### src/core/cpuev_pkg.sv
// Package of constants, types and helpers for the event control register bank
package cpuev_pkg;

  // ==========================================================================
  // Bus and register map
  localparam int DATA_W = 64;
  localparam int IDX_W = 5;
  localparam int ADDR_W = 8;
  localparam int NREG = 24;
  localparam int SLICES = 8;

  localparam logic [IDX_W-1:0] IDX_ARITH = 5'h00;
  localparam logic [IDX_W-1:0] IDX_CLAIM = 5'h01;
  localparam logic [IDX_W-1:0] IDX_ASSIGN = 5'h02;
  localparam logic [IDX_W-1:0] IDX_PRIO = 5'h03;
  localparam logic [IDX_W-1:0] IDX_EN_STATE = 5'h04;
  localparam logic [IDX_W-1:0] IDX_EN_SET = 5'h05;
  localparam logic [IDX_W-1:0] IDX_EN_CLR = 5'h06;
  localparam logic [IDX_W-1:0] IDX_DBG_PRIO = 5'h07;
  localparam logic [IDX_W-1:0] IDX_FLAG_STATE = 5'h08;
  localparam logic [IDX_W-1:0] IDX_FLAG_SET = 5'h09;
  localparam logic [IDX_W-1:0] IDX_FLAG_CLR = 5'h0a;
  localparam logic [IDX_W-1:0] IDX_INTERNAL_EVENT_SETTER = 5'h0b;
  localparam logic [IDX_W-1:0] IDX_STP_SEC = 5'h0c;
  localparam logic [IDX_W-1:0] IDX_STP_SUP = 5'h0d;
  localparam logic [IDX_W-1:0] IDX_STP_GUEST = 5'h0e;
  localparam logic [IDX_W-1:0] IDX_DROPPED = 5'h0f;
  localparam logic [IDX_W-1:0] IDX_CSP_SEC = 5'h10;
  localparam logic [IDX_W-1:0] IDX_CSP_SUP = 5'h11;
  localparam logic [IDX_W-1:0] IDX_CSP_GUEST = 5'h12;
  localparam logic [IDX_W-1:0] IDX_THREAD_CONTEXT_SAVE = 5'h13;
  localparam logic [IDX_W-1:0] IDX_RET_SEC = 5'h14;
  localparam logic [IDX_W-1:0] IDX_RET_SUP = 5'h15;
  localparam logic [IDX_W-1:0] IDX_IRQ_STAT = 5'h16;
  localparam logic [IDX_W-1:0] IDX_IRQ_MASK = 5'h17;

  // Registers held in the generic bank (plain storage, no side effects)
  localparam logic [NREG-1:0] PLAIN_MAP = 24'hbf788e;

  // ==========================================================================
  // Access levels and the level sets allowed to write a field
  typedef enum logic [2:0] {
    LVL_SEC_DEBUG,
    LVL_NS_DEBUG,
    LVL_SEC_SUPER,
    LVL_SEC_USER,
    LVL_SUPER,
    LVL_USER,
    LVL_GUEST_SUPER,
    LVL_GUEST_USER
  } cpuev_level_t;

  localparam logic [7:0] LV_ALL = 8'hff;
  localparam logic [7:0] LV_SECSUP = 8'h05;
  localparam logic [7:0] LV_SUP = 8'h17;
  localparam logic [7:0] LV_GUEST = 8'h57;
  localparam logic [7:0] LV_DEBUG = 8'h03;
  localparam logic [7:0] LV_NESTING_COUNT = 8'h07;

  // ==========================================================================
  // Field layouts
  localparam int PRIO_LSB = 5;
  localparam int NESTING_COUNT_LSB = 13;
  localparam int PTR_LSB = 17;
  localparam int SYSRET_LSB = 32;
  localparam int HANDLER_BIT = 3;
  localparam int XMODE_LSB = 0;
  localparam int FLG_SAT = 7;
  localparam int FLG_UNORD = 6;
  localparam int FLG_DENORM = 5;
  localparam int FLG_INEXACT = 4;
  localparam int FLG_UNDER = 3;
  localparam int FLG_OVER = 2;
  localparam int FLG_DIVZERO = 1;
  localparam int FLG_INVALID = 0;
  localparam logic HANDLER_THREAD = 1'b0;
  localparam logic HANDLER_EVENT = 1'b1;

  localparam logic [63:0] F_ALL = 64'hffff_ffff_ffff_ffff;
  localparam logic [63:0] F_PRIO = 64'h0000_0000_0000_00e0;
  localparam logic [63:0] F_NESTING_COUNT = 64'h0000_0000_0001_e000;
  localparam logic [63:0] F_PTR = 64'hffff_ffff_fffe_0000;
  localparam logic [63:0] F_RET = 64'h0000_0007_0000_000f;

  // Interrupt status bits
  localparam int IRQ_W = 3;
  localparam int IRQ_EVENT = 0;
  localparam int IRQ_DROP = 1;
  localparam int IRQ_DENY = 2;

  // Reset values
  localparam logic [63:0] RST_CLAIM = 64'hffff_ffff_ffff_ffff;
  localparam logic [63:0] RST_PRIO = 64'h0000_0000_0000_00e0;
  localparam logic [63:0] RST_ZERO = 64'h0000_0000_0000_0000;

  // Decoded bus request
  typedef struct packed {
    logic [IDX_W-1:0] idx;
    logic hi;
    logic mapped;
  } cpuev_acc_t;

  function automatic logic [63:0] grant(input logic [7:0] lv, input logic [63:0] f,
                                        input cpuev_level_t level);
    return lv[level] ? f : RST_ZERO;
  endfunction

  function automatic logic [63:0] reset_value(input int i);
    if (i == int'(IDX_CLAIM)) begin
      return RST_CLAIM;
    end
    if (i == int'(IDX_PRIO)) begin
      return RST_PRIO;
    end
    return RST_ZERO;
  endfunction

endpackage

### src/core/cpuev_perm.sv
// Per-level write mask and read permission of each register
`timescale 1ns/100ps
module cpuev_perm import cpuev_pkg::*; (
  // Lookup
  input wire logic [IDX_W-1:0] idx,
  input wire cpuev_level_t level,
  // Result
  output logic [63:0] wmask,
  output logic rd_ok
);

  // ==========================================================================
  // Field grants
  always_comb begin
    wmask = RST_ZERO;
    rd_ok = 1'b1;
    case (idx)
      IDX_ARITH: wmask = grant(LV_ALL, F_ALL, level);
      IDX_CLAIM: wmask = grant(LV_SECSUP, F_ALL, level);
      IDX_ASSIGN: wmask = grant(LV_SUP, F_ALL, level);
      IDX_PRIO: wmask = grant(LV_GUEST, F_PRIO, level);
      IDX_DBG_PRIO: wmask = grant(LV_DEBUG, F_PRIO, level);
      IDX_EN_SET, IDX_EN_CLR, IDX_FLAG_SET, IDX_FLAG_CLR: begin
        // Write-only: reads answer zero, user levels are shut out
        wmask = grant(LV_GUEST, F_ALL, level);
        rd_ok = 1'b0;
      end
      IDX_INTERNAL_EVENT_SETTER: wmask = grant(LV_ALL, F_ALL, level);
      IDX_STP_SEC: wmask = grant(LV_SECSUP, F_ALL, level);
      IDX_STP_SUP: wmask = grant(LV_SUP, F_ALL, level);
      IDX_STP_GUEST: wmask = grant(LV_GUEST, F_ALL, level);
      IDX_CSP_SEC: wmask = grant(LV_SECSUP, F_PTR | F_NESTING_COUNT, level);
      IDX_CSP_SUP: wmask = grant(LV_SUP, F_PTR, level) | grant(LV_NESTING_COUNT, F_NESTING_COUNT, level);
      IDX_CSP_GUEST: wmask = grant(LV_GUEST, F_PTR, level) | grant(LV_NESTING_COUNT, F_NESTING_COUNT, level);
      IDX_THREAD_CONTEXT_SAVE: wmask = grant(LV_GUEST, F_PTR, level) | grant(LV_NESTING_COUNT, F_NESTING_COUNT, level);
      IDX_RET_SEC: wmask = grant(LV_SECSUP, F_RET, level);
      IDX_RET_SUP: wmask = grant(LV_SUP, F_RET, level);
      IDX_IRQ_STAT: wmask = grant(LV_GUEST, F_ALL, level);
      IDX_IRQ_MASK: wmask = grant(LV_GUEST, F_ALL, level);
      default: wmask = RST_ZERO;
    endcase
  end

endmodule

### src/core/cpuev_regs.sv
// Event control register bank with APB slave, event flags and interrupt
`timescale 1ns/100ps
// What this block does
// - The arithmetic status flag register holds one byte per slice, flags in a fixed bit order.
// - Every arithmetic status flag is writable from all eight levels and clears on reset.
// - The claim register resets to all ones and only secure debug and secure supervisor write it.
// - The assignment register resets to zero and only the debug, secure supervisor and supervisor levels write it.
// - The event priority field in bits 7 to 5 resets to 7; user levels cannot write it.
// - The debug event priority field in bits 7 to 5 resets to zero; only debug levels write it.
// - Enable and flag state are read-only, changed only by their set and clear registers, and flag state also by incoming events.
// - The internal event setter is read and write at every level and resets to zero.
// - Three service table pointers, each written by its own or higher supervisor and by debug (only secure debug for the secure one).
// - A read-only dropped-event register records events that could not be taken.
// - Context save registers hold a pointer, a nesting count and reserved zero bits.
// - Supervisor and guest nesting counts are written only by debug and secure supervisor.
// - The thread context save pointer is written by debug and every supervisor-class level.
// - Return-mode registers hold a return_mode_a return mode, a handler bit and an execution mode.
// - The handler bit reads zero for thread mode and one for event handler mode.
module cpuev_regs import cpuev_pkg::*; (
  // Clock and reset
  input wire logic clk,
  input wire logic rst_n,
  // APB slave
  input wire logic psel,
  input wire logic penable,
  input wire logic pwrite,
  input wire logic [ADDR_W-1:0] paddr,
  input wire logic [31:0] pwdata,
  output logic [31:0] prdata,
  output logic pready,
  output logic pslverr,
  // Level of the executing context
  input wire cpuev_level_t access_level,
  // Event and arithmetic flag sources
  input wire logic [DATA_W-1:0] event_in,
  input wire logic [DATA_W-1:0] arith_flag_set,
  // Event state towards the core
  output logic [DATA_W-1:0] pending_events,
  output logic [2:0] event_prio,
  output logic ret_handler_mode,
  output logic saturation_seen,
  // Interrupt
  output logic irq
);

  // ==========================================================================
  // Bus decode
  cpuev_acc_t acc;
  logic setup;
  logic access;
  logic do_wr;
  logic [63:0] wmask;
  logic rd_ok;
  logic [63:0] half_mask;
  logic [63:0] wbits;
  logic [63:0] wdata64;
  logic [NREG-1:0] wr_sel;

  assign acc.idx = paddr[7:3];
  assign acc.hi = paddr[2];
  assign acc.mapped = (acc.idx < IDX_W'(NREG)) && (paddr[1:0] == 2'h0);
  assign setup = psel && !penable;
  assign access = psel && penable;
  assign do_wr = access && pwrite && acc.mapped;
  assign half_mask = acc.hi ? {32'hffff_ffff, 32'h0000_0000} : {32'h0000_0000, 32'hffff_ffff};
  assign wbits = wmask & half_mask;
  assign wdata64 = {pwdata, pwdata};
  assign wr_sel = do_wr ? (NREG'(1) << acc.idx) : '0;

  // Zero wait states: the answer is prepared in the setup cycle
  assign pready = 1'b1;

  cpuev_perm u_perm (
    .idx(acc.idx),
    .level(access_level),
    .wmask(wmask),
    .rd_ok(rd_ok)
  );

  // ==========================================================================
  // Generic bank
  logic [63:0] bank_reg [NREG];

  genvar gi;
  generate
    for (gi = 0; gi < NREG; gi++) begin : g_bank
      if (PLAIN_MAP[gi]) begin : g_store
        always_ff @(posedge clk or negedge rst_n) begin
          if (!rst_n) begin
            bank_reg[gi] <= reset_value(gi);
          end else if (wr_sel[gi]) begin
            // Only granted bits move, so reserved bits stay zero
            bank_reg[gi] <= (bank_reg[gi] & ~wbits) | (wdata64 & wbits);
          end
        end
      end else begin : g_none
        assign bank_reg[gi] = RST_ZERO;
      end
    end
  endgenerate

  // ==========================================================================
  // Arithmetic status flags
  logic [63:0] arith_reg;
  logic [63:0] arith_next;

  always_comb begin
    arith_next = (arith_reg & ~(wr_sel[IDX_ARITH] ? wbits : RST_ZERO))
      | (wdata64 & (wr_sel[IDX_ARITH] ? wbits : RST_ZERO));
    // A flag raised by the datapath beats a software write of zero
    arith_next = arith_next | arith_flag_set;
  end

  always_ff @(posedge clk or negedge rst_n) begin
    if (!rst_n) begin
      arith_reg <= RST_ZERO;
    end else begin
      arith_reg <= arith_next;
    end
  end

  // Saturation seen in any slice
  logic [SLICES-1:0] sat_slice;
  generate
    for (gi = 0; gi < SLICES; gi++) begin : g_slice
      assign sat_slice[gi] = arith_reg[gi * 8 + FLG_SAT];
    end
  endgenerate

  always_ff @(posedge clk or negedge rst_n) begin
    if (!rst_n) begin
      saturation_seen <= 1'b0;
    end else begin
      saturation_seen <= |sat_slice;
    end
  end

  // ==========================================================================
  // Event enables, flags and drops
  logic [63:0] en_reg;
  logic [63:0] flag_reg;
  logic [63:0] drop_reg;
  logic [63:0] en_set;
  logic [63:0] en_clr;
  logic [63:0] fl_set;
  logic [63:0] fl_clr;
  logic [63:0] ie_trig;
  logic [63:0] raw_ev;
  logic [63:0] dropped_ev;
  logic [63:0] taken_ev;

  assign en_set = wr_sel[IDX_EN_SET] ? (wdata64 & wbits) : RST_ZERO;
  assign en_clr = wr_sel[IDX_EN_CLR] ? (wdata64 & wbits) : RST_ZERO;
  assign fl_set = wr_sel[IDX_FLAG_SET] ? (wdata64 & wbits) : RST_ZERO;
  assign fl_clr = wr_sel[IDX_FLAG_CLR] ? (wdata64 & wbits) : RST_ZERO;
  assign ie_trig = wr_sel[IDX_INTERNAL_EVENT_SETTER] ? (wdata64 & wbits) : RST_ZERO;
  assign raw_ev = event_in | ie_trig;
  // An event finding its flag still pending, and not being cleared, is lost
  assign dropped_ev = raw_ev & flag_reg & ~fl_clr;
  assign taken_ev = raw_ev & ~dropped_ev;

  always_ff @(posedge clk or negedge rst_n) begin
    if (!rst_n) begin
      en_reg <= RST_ZERO;
    end else begin
      en_reg <= (en_reg & ~en_clr) | en_set;
    end
  end

  always_ff @(posedge clk or negedge rst_n) begin
    if (!rst_n) begin
      flag_reg <= RST_ZERO;
    end else begin
      flag_reg <= (flag_reg & ~fl_clr) | fl_set | taken_ev;
    end
  end

  always_ff @(posedge clk or negedge rst_n) begin
    if (!rst_n) begin
      drop_reg <= RST_ZERO;
    end else begin
      drop_reg <= drop_reg | dropped_ev;
    end
  end

  // ==========================================================================
  // Outputs towards the core
  always_ff @(posedge clk or negedge rst_n) begin
    if (!rst_n) begin
      pending_events <= RST_ZERO;
      event_prio <= 3'h0;
      ret_handler_mode <= HANDLER_THREAD;
    end else begin
      pending_events <= flag_reg & en_reg;
      event_prio <= bank_reg[IDX_PRIO][PRIO_LSB +: 3];
      ret_handler_mode <= bank_reg[IDX_RET_SEC][HANDLER_BIT];
    end
  end

  // ==========================================================================
  // Interrupt status and mask
  logic [IRQ_W-1:0] irq_stat_reg;
  logic [IRQ_W-1:0] irq_set;
  logic [IRQ_W-1:0] irq_w1c;
  logic denied;

  // A write that lands on no writable bit, or off the map, is flagged
  assign denied = access && pwrite && (!acc.mapped || (wbits == RST_ZERO));
  assign irq_set[IRQ_EVENT] = |(taken_ev & en_reg);
  assign irq_set[IRQ_DROP] = |dropped_ev;
  assign irq_set[IRQ_DENY] = denied;
  assign irq_w1c = wr_sel[IDX_IRQ_STAT] ? wbits[IRQ_W-1:0] & pwdata[IRQ_W-1:0] : '0;

  always_ff @(posedge clk or negedge rst_n) begin
    if (!rst_n) begin
      irq_stat_reg <= '0;
    end else begin
      // Set wins over the clear in the same cycle
      irq_stat_reg <= (irq_stat_reg & ~irq_w1c) | irq_set;
    end
  end

  assign irq = |(irq_stat_reg & bank_reg[IDX_IRQ_MASK][IRQ_W-1:0]);

  // ==========================================================================
  // Read path
  logic [63:0] rd_value;

  always_comb begin
    case (acc.idx)
      IDX_ARITH: rd_value = arith_reg;
      IDX_EN_STATE: rd_value = en_reg;
      IDX_FLAG_STATE: rd_value = flag_reg;
      IDX_DROPPED: rd_value = drop_reg;
      IDX_IRQ_STAT: rd_value = {61'h0, irq_stat_reg};
      default: rd_value = bank_reg[acc.idx];
    endcase
    if (!acc.mapped || !rd_ok) begin
      rd_value = RST_ZERO;
    end
  end

  always_ff @(posedge clk or negedge rst_n) begin
    if (!rst_n) begin
      prdata <= 32'h0000_0000;
      pslverr <= 1'b0;
    end else if (setup) begin
      prdata <= acc.hi ? rd_value[63:32] : rd_value[31:0];
      pslverr <= !acc.mapped;
    end
  end
endmodule

### config.mk
export PLATFORM = sky130hd
export DESIGN_NAME = cpuev_regs
export DESIGN_NICKNAME = d
export VERILOG_FILES = /design/src/core/cpuev_pkg.sv /design/src/core/cpuev_perm.sv /design/src/core/cpuev_regs.sv
export SDC_FILE = /design/constraint.sdc
export NUM_CORES = 2
export LEC_CHECK = 0
export ABC_AREA = 1
export BUFFER_PORTS_ARGS = -buffer_cell sky130_fd_sc_hd__buf_4
export CAP_MARGIN = 10
export CORE_ASPECT_RATIO = 0.9
export CORE_MARGIN = 10
export CORE_UTILIZATION = 30
export DETAILED_ROUTE_END_ITERATION = 8
export GPL_ROUTABILITY_DRIVEN = 0
export PLACE_DENSITY = 0.56
export SLEW_MARGIN = 20
export SYNTH_ARGS = -nofsm -noshare
export SYNTH_HDL_FRONTEND = slang
export SYNTH_SLANG_ARGS = --single-unit
### constraint.sdc
create_clock -name clk -period 2.1 [get_ports clk]
set_clock_uncertainty 0.2 [all_clocks]
set_input_delay 0 -clock clk [delete_from_list [all_inputs] [get_ports clk]]
set_output_delay 0 -clock clk [all_outputs]
set_load 0.1 [all_outputs]
## Yosys cells after proc, flatten, opt, wreduce, memory -nomap -nowiden

Memories as Yosys holds them, arrays and structs flattened.
Cells that the tools add are included.
Widths: inputs -> output; s select.

| word-level totals | value |
|---|---|
| output and inout bits | 104 |
| bits in read-only memories | 48 |
| input port bits | 176 |
| register bits after elaboration | 1321 |
| memories kept | 6 |
| logic and storage cells | 177 |

Memory list:

| memory | words | width | rd ports | clocked after Yosys merged registers in | wr ports | line | text |
|---|---|---|---|---|---|---|---|
| (name not given) | 8 | 1 | 1 | 0 | 0 | cpuev_pkg.sv:105 | `return lv[level] ? f : RST_ZERO;` |
| (name not given) | 8 | 1 | 1 | 0 | 0 | cpuev_pkg.sv:105 |  |
| (name not given) | 8 | 1 | 1 | 0 | 0 | cpuev_pkg.sv:105 |  |
| (name not given) | 8 | 1 | 1 | 0 | 0 | cpuev_pkg.sv:105 |  |
| (name not given) | 8 | 1 | 1 | 0 | 0 | cpuev_pkg.sv:105 |  |
| (name not given) | 8 | 1 | 1 | 0 | 0 | cpuev_pkg.sv:105 |  |

| cells by class | value |
|---|---|
| eq/ne operators | 23 |
| mux-type cells | 34 |
| shift operators | 1 |
| bitwise gates (word level) | 61 |
| order comparisons | 3 |
| reduce and logical (&&, ||, !) cells | 23 |

Operator list:

| operator | number |
|---|---|
| $and 64x64->64 | 26 |
| $or 64x64->64 | 24 |
| $mux 64 | 17 |
| $pmux 64 s11 | 1 |
| $bmux 64 s5 | 1 |
| $not 64->64 | 5 |
| $pmux 64 s5 | 1 |
| $reduce_or 64->1 | 2 |
| $mux 35 | 2 |
| $logic_not 64->1 | 1 |
| $eq 5x4->1 const B | 8 |
| $eq 5x5->1 const B | 8 |
| $mux 32 | 1 |
| $mux 24 | 1 |
| $shl 1x5->24 const A | 1 |
| $eq 5x3->1 const B | 4 |
| $mux 17 | 1 |
| $mux 8 | 2 |
| $eq 5x2->1 const B | 2 |
| $and 3x3->3 | 3 |
| $reduce_or 2->1 | 4 |
| $reduce_or 8->1 | 1 |
| $reduce_or 7->1 | 1 |
| $ge 6x6->1 const B | 1 |
| 15 further kinds | 27 |

## Depth between registers and ports, before layout

| depth | value |
|---|---|
| depth in word-level cells | 16 |
| gate-level depth with buffers | 21 |
| gate-level depth less buffers | 20 |

## By module

Synthesis repeated with hierarchy kept, for this count alone.

| unflattened totals | value |
|---|---|
| cells, all modules | 8343 |
| area total of the unflattened synthesis | 64591.9 um2 |

Modules (own cells, without submodules):

| module | area an instance (um2) | times used | cells each | sequential area each (um2) |
|---|---|---|---|---|
| cpuev_regs | 63771.2 | 1 | 8203 | 33140.5 |
| cpuev_perm | 820.8 | 1 | 140 | 0.0 |

## Worst setup path after synthesis

Ideal clock, no wire load.

| timing | value |
|---|---|
| kind | input to register |
| start | input port paddr[6] |
| end | register (tool-made name) |
| path buffers | 4 |
| setup time | 133 ps |
| setup slack | -70 ps |
| data required time | 1767 ps |
| arrival | 1837 ps |
| stages on the path | 14 |
| path through | buf_2 > nor2_2 > nand3_1 > nand2_1 > nor2_2 > nand3_4 > nand2_2 > inv_2 > buf_4 > nand2_1 > buf_2 > buf_4 > nand2_1 > o21ai_0 |

RTL lines:

| element | line | text |
|---|---|---|
| from (decl) | cpuev_regs.sv:27 | `input wire logic [ADDR_W-1:0] paddr,` |

## Final worst setup path

| timing | value |
|---|---|
| start | input port pwdata[5] |
| end | register irq_stat_reg[1] |

| between the ends | value |
|---|---|
| longest elaborated chain between the ends | 7 |
| elaborated cells on any way between the ends | 9 |
| classes of those cells | mux: 2; bitwise: 6; reduce/logical: 1 |

RTL lines:

| element | line | text |
|---|---|---|
| from (decl) | cpuev_regs.sv:28 | `input wire logic [31:0] pwdata,` |
| $and 64x64->64 (*) | cpuev_regs.sv:155, cpuev_regs.sv:156 |  |
| $mux 64 | cpuev_regs.sv:156 | `assign ie_trig = wr_sel[IDX_INTERNAL_EVENT_SETTER] ? (wdata64 & wbits) : RST_ZERO;` |
| $or 64x64->64 | cpuev_regs.sv:157 | `assign raw_ev = event_in \| ie_trig;` |
| $and 64x64->64 | cpuev_regs.sv:159 | `assign dropped_ev = raw_ev & flag_reg & ~fl_clr;` |
| $and 64x64->64 (*) | cpuev_regs.sv:159 |  |
| $reduce_or 64->1 (*) | cpuev_regs.sv:210 | `assign irq_set[IRQ_DROP] = \|dropped_ev;` |
| $or 3x3->3 (*) | cpuev_regs.sv:219 | `irq_stat_reg <= (irq_stat_reg & ~irq_w1c) \| irq_set;` |
| to (signal assigned) | cpuev_regs.sv:219 |  |
| to (decl) | cpuev_regs.sv:202 | `logic [IRQ_W-1:0] irq_stat_reg;` |

Every way passes the cells marked *; elsewhere a longest branch is shown, timed or not.
A chain may end at the register's enable or synchronous reset.

==> reports/results.tsv <==
metric	value	unit
outcome	complete, but fails checks	
failing checks	negative setup slack	
antenna violation net count after detailed routing	0	
CTS tree	done	
core box area	0.1902	mm²
WL per Instance	23.29	µm
crit end category	flop	
period utilization	103.5	%
Worst-Margin Slew	0.9764	ns
via count	52530	
Seq/Total Area, Yosys	57.88	%
syn_nets	6757	
final std cells w/o fill	10050	
Worst Slack Setup Final	-0.07289	ns
Worst Hold Depth	11	
die extent in x	480.5	µm
commonest non-fill, non-tap cell in the layout	nand2_1	
Max Clock Freq	460.2	MHz
FILL cells	18770	
number of synthesized flops with an enable pin	0	
row count	152	
first-pass GRT wire length	347000	µm
Worst path max stage delay	0.73	ns
antenna violations before repair	4	
CP cell instances	dlygate4sd3_1 -> buf_4 -> dlygate4sd3_1 -> nand4_1 -> buf_4 -> nand3_1 -> nand4_1 -> nor2_4 -> nand2_1 -> nor2_1 -> nand2_1	
H-tree levels	4	
Distinct cells, synth	45	
flip-flop and latch area	0.03314	mm²
number of global-route vias before repair	51640	
Pwr Density	756.5	mW/mm²
drt total wl	234100	µm
overall routing resource usage	21.62	%
Initial Util	30.10	%
Setup-failing EPs final	1	
clock latency on the worst-skew pair	0.80	ns
Worst EP arrival	2.65	ns
R2R depth	8	
Slew Limit Fails	0	
clock root cell	clkbuf_16	
max-cap viol count	0	
clk sinks	1321	
area grow syn2layout	31.68	%
setup slack, reg-to-reg	0.03	ns
GRT overflow	0	
hpwl dp	161500	µm
largest net degree at the start of global routing	99	
iteration count of the initial detailed-routing pass	7	
Min-Delay Path Class	in2reg	
Worst-path clk slew	0.07	ns
hold_ws	0.003936	ns
crit-path max FO	4	
critical path's slowest cell	dlygate4sd3_1	
dpl cells	9443	
io pins	280	
Mapped Area	0.05725	mm²
IO Port Bufs	278	
Synth async-reset ratio	100.0	%
die footprint	0.2087	mm²
origin of the worst setup path	pwdata[5]	
Slew HR	34.91	%
vias per inst	5.228	
multi-input logic area	0.02020	mm²
share of layout cells above drive strength 1	19.79	%
Nets	7568	
Leakage	35.40	nW
RSZ-0062 raised after global routing	yes	
commonest non-fill, non-tap cells in the layout	1738 x nand2_1, 1252 x dfrtp_1, 964 x buf_4	
Final Hold Fails	0	
post-synthesis instance total	6581	
FF-to-FF Start	irq_stat_reg[1]	
DRC viols	0	
Tmin final	2.173	ns
Critical Path Start Type	input port	
Yosys reg bits	1321	
Ys Warns	0	
Die Height	434.4	µm
Synth Flop Type	dfrtp_1	
r2r endpoint	prdata[1]	
Mean Syn Cell Area	8.700	µm²
initial DRC count	5351	
Clock Path Buffers	3	
critical path class	in2reg	
CTS Buf Count	140	
Worst Setup EP	irq_stat_reg[1]	
Peak VDD IR	0.8249	mV
Worst EP required	2.57	ns
metal layers:
metal | wire length (µm) | GRT usage [%]
met4 | 14080 | 10.97
met2 | 101100 | 32.38
met3 | 19350 | 4.328
met1 | 99560 | 29.65
met5 | 35 | 0
worst min path at each step:
stage               slack [ns]            start                         end
CTS                     0.0004         paddr[1]                        flop
global placement         -0.26            rst_n                drop_reg[48]
floorplan                -0.50            rst_n  asynchronous set/reset pin
finish                   0.004  access_level[2]                flag_reg[32]
detailed placement       -0.26            rst_n                drop_reg[48]
global route              0.03         paddr[7]                        flop
power breakdown:
part	internal, mW	total [mW]	switching (mW)
registers	25.6	25.7	0.110
logic	1.98	5.67	3.69
clock network	14.9	25.7	10.8
worst max-delay path: cells and delay by family:
| kind | cells | cell delay (ns) |
|---|---|---|
| buffers and inverters | 4 | 1.63 |
| and+or+nand+nor | 7 | 1.01 |
repair_timing:
action,in CTS,in global routing
endpoints found under the hold margin,2285,7
pin swaps,6,12
cloned,1,4
buffers inserted,2,12
setup endpoints to repair,22,464
hold buffers,329,1
resized for setup,17,69
cells by family (layout without fill, tap and decap cells):
| logic type | count (synthesis) | count (layout) | share of synthesized area, % |
|---|---|---|---|
| AO/OA/AOI/OAI | 1569 | 1569 | 15.73 |
| AND/OR/NAND/NOR | 2586 | 2586 | 18.96 |
| buffers and inverters | 1104 | 2028 | 7.424 |
| flip-flops | 1321 | 1321 | 57.88 |
| other | 1 | 4 | 0.006550 |
cells in the mapped netlist (2+ instances only):
cell type	n	area [µm²]
clkinv_1	3	11.26
dfstp_2	67	1760
buf_1	36	135.1
o21ai_0	947	4740
inv_1	341	1280
a32o_1	2	20.02
o31ai_1	4	30.03
nand2_2	7	43.79
o211ai_1	10	75.07
buf_2	31	155.2
buf_6	3	33.78
a221o_1	66	660.6
a22o_1	3	26.28
nand2_1	1765	6625
nor4_1	55	344.1
nor2_1	227	852.1
o22ai_1	127	794.5
clkbuf_1	659	2474
nor3_1	89	445.4
o221ai_1	3	26.28
nand3_2	2	20.02
nor2_2	5	31.28
a31oi_1	27	168.9
a21oi_1	136	680.7
buf_4	12	90.09
a211oi_1	81	608.1
dfrtp_1	1254	31380
inv_2	19	71.32
nand3_1	228	1141
or2_2	5	31.28
nand4_1	196	1226
a221oi_1	92	805.8
o21ai_1	67	335.3
stage by stage:
stage          setup WS [ns]  TNS [ns]  util (%)  total power, mW  area (µm²)
2_1_floorplan       -0.01412   -0.5844         -            27.98       57290
3_3_place_gp          -1.358   -486.36     35.14            31.10       66830
3_5_place_dp          -1.293   -497.53     35.14            31.12       66830
4_1_cts             -0.02024  -0.04785     39.40            57.09       74930
5_1_grt              -0.1292   -0.1365     39.64            58.59       75390
6_report            -0.07289  -0.07289     39.64            57.03       75390
layout make-up:
class                           instances  share of cell area [%]
Clock inverter                         49                  0.8414
Multi-Input combinational cell       4156                   26.80
Inverter                              363                   1.817
Clock buffer                          206                   5.364
Antenna cell                            3                0.009958
Sequential cell                      1321                   43.96
Timing Repair Buffer                 1410                   16.99
Tap cell                             2541                   4.217
Note: power is estimated with default switching activity, not from simulation.
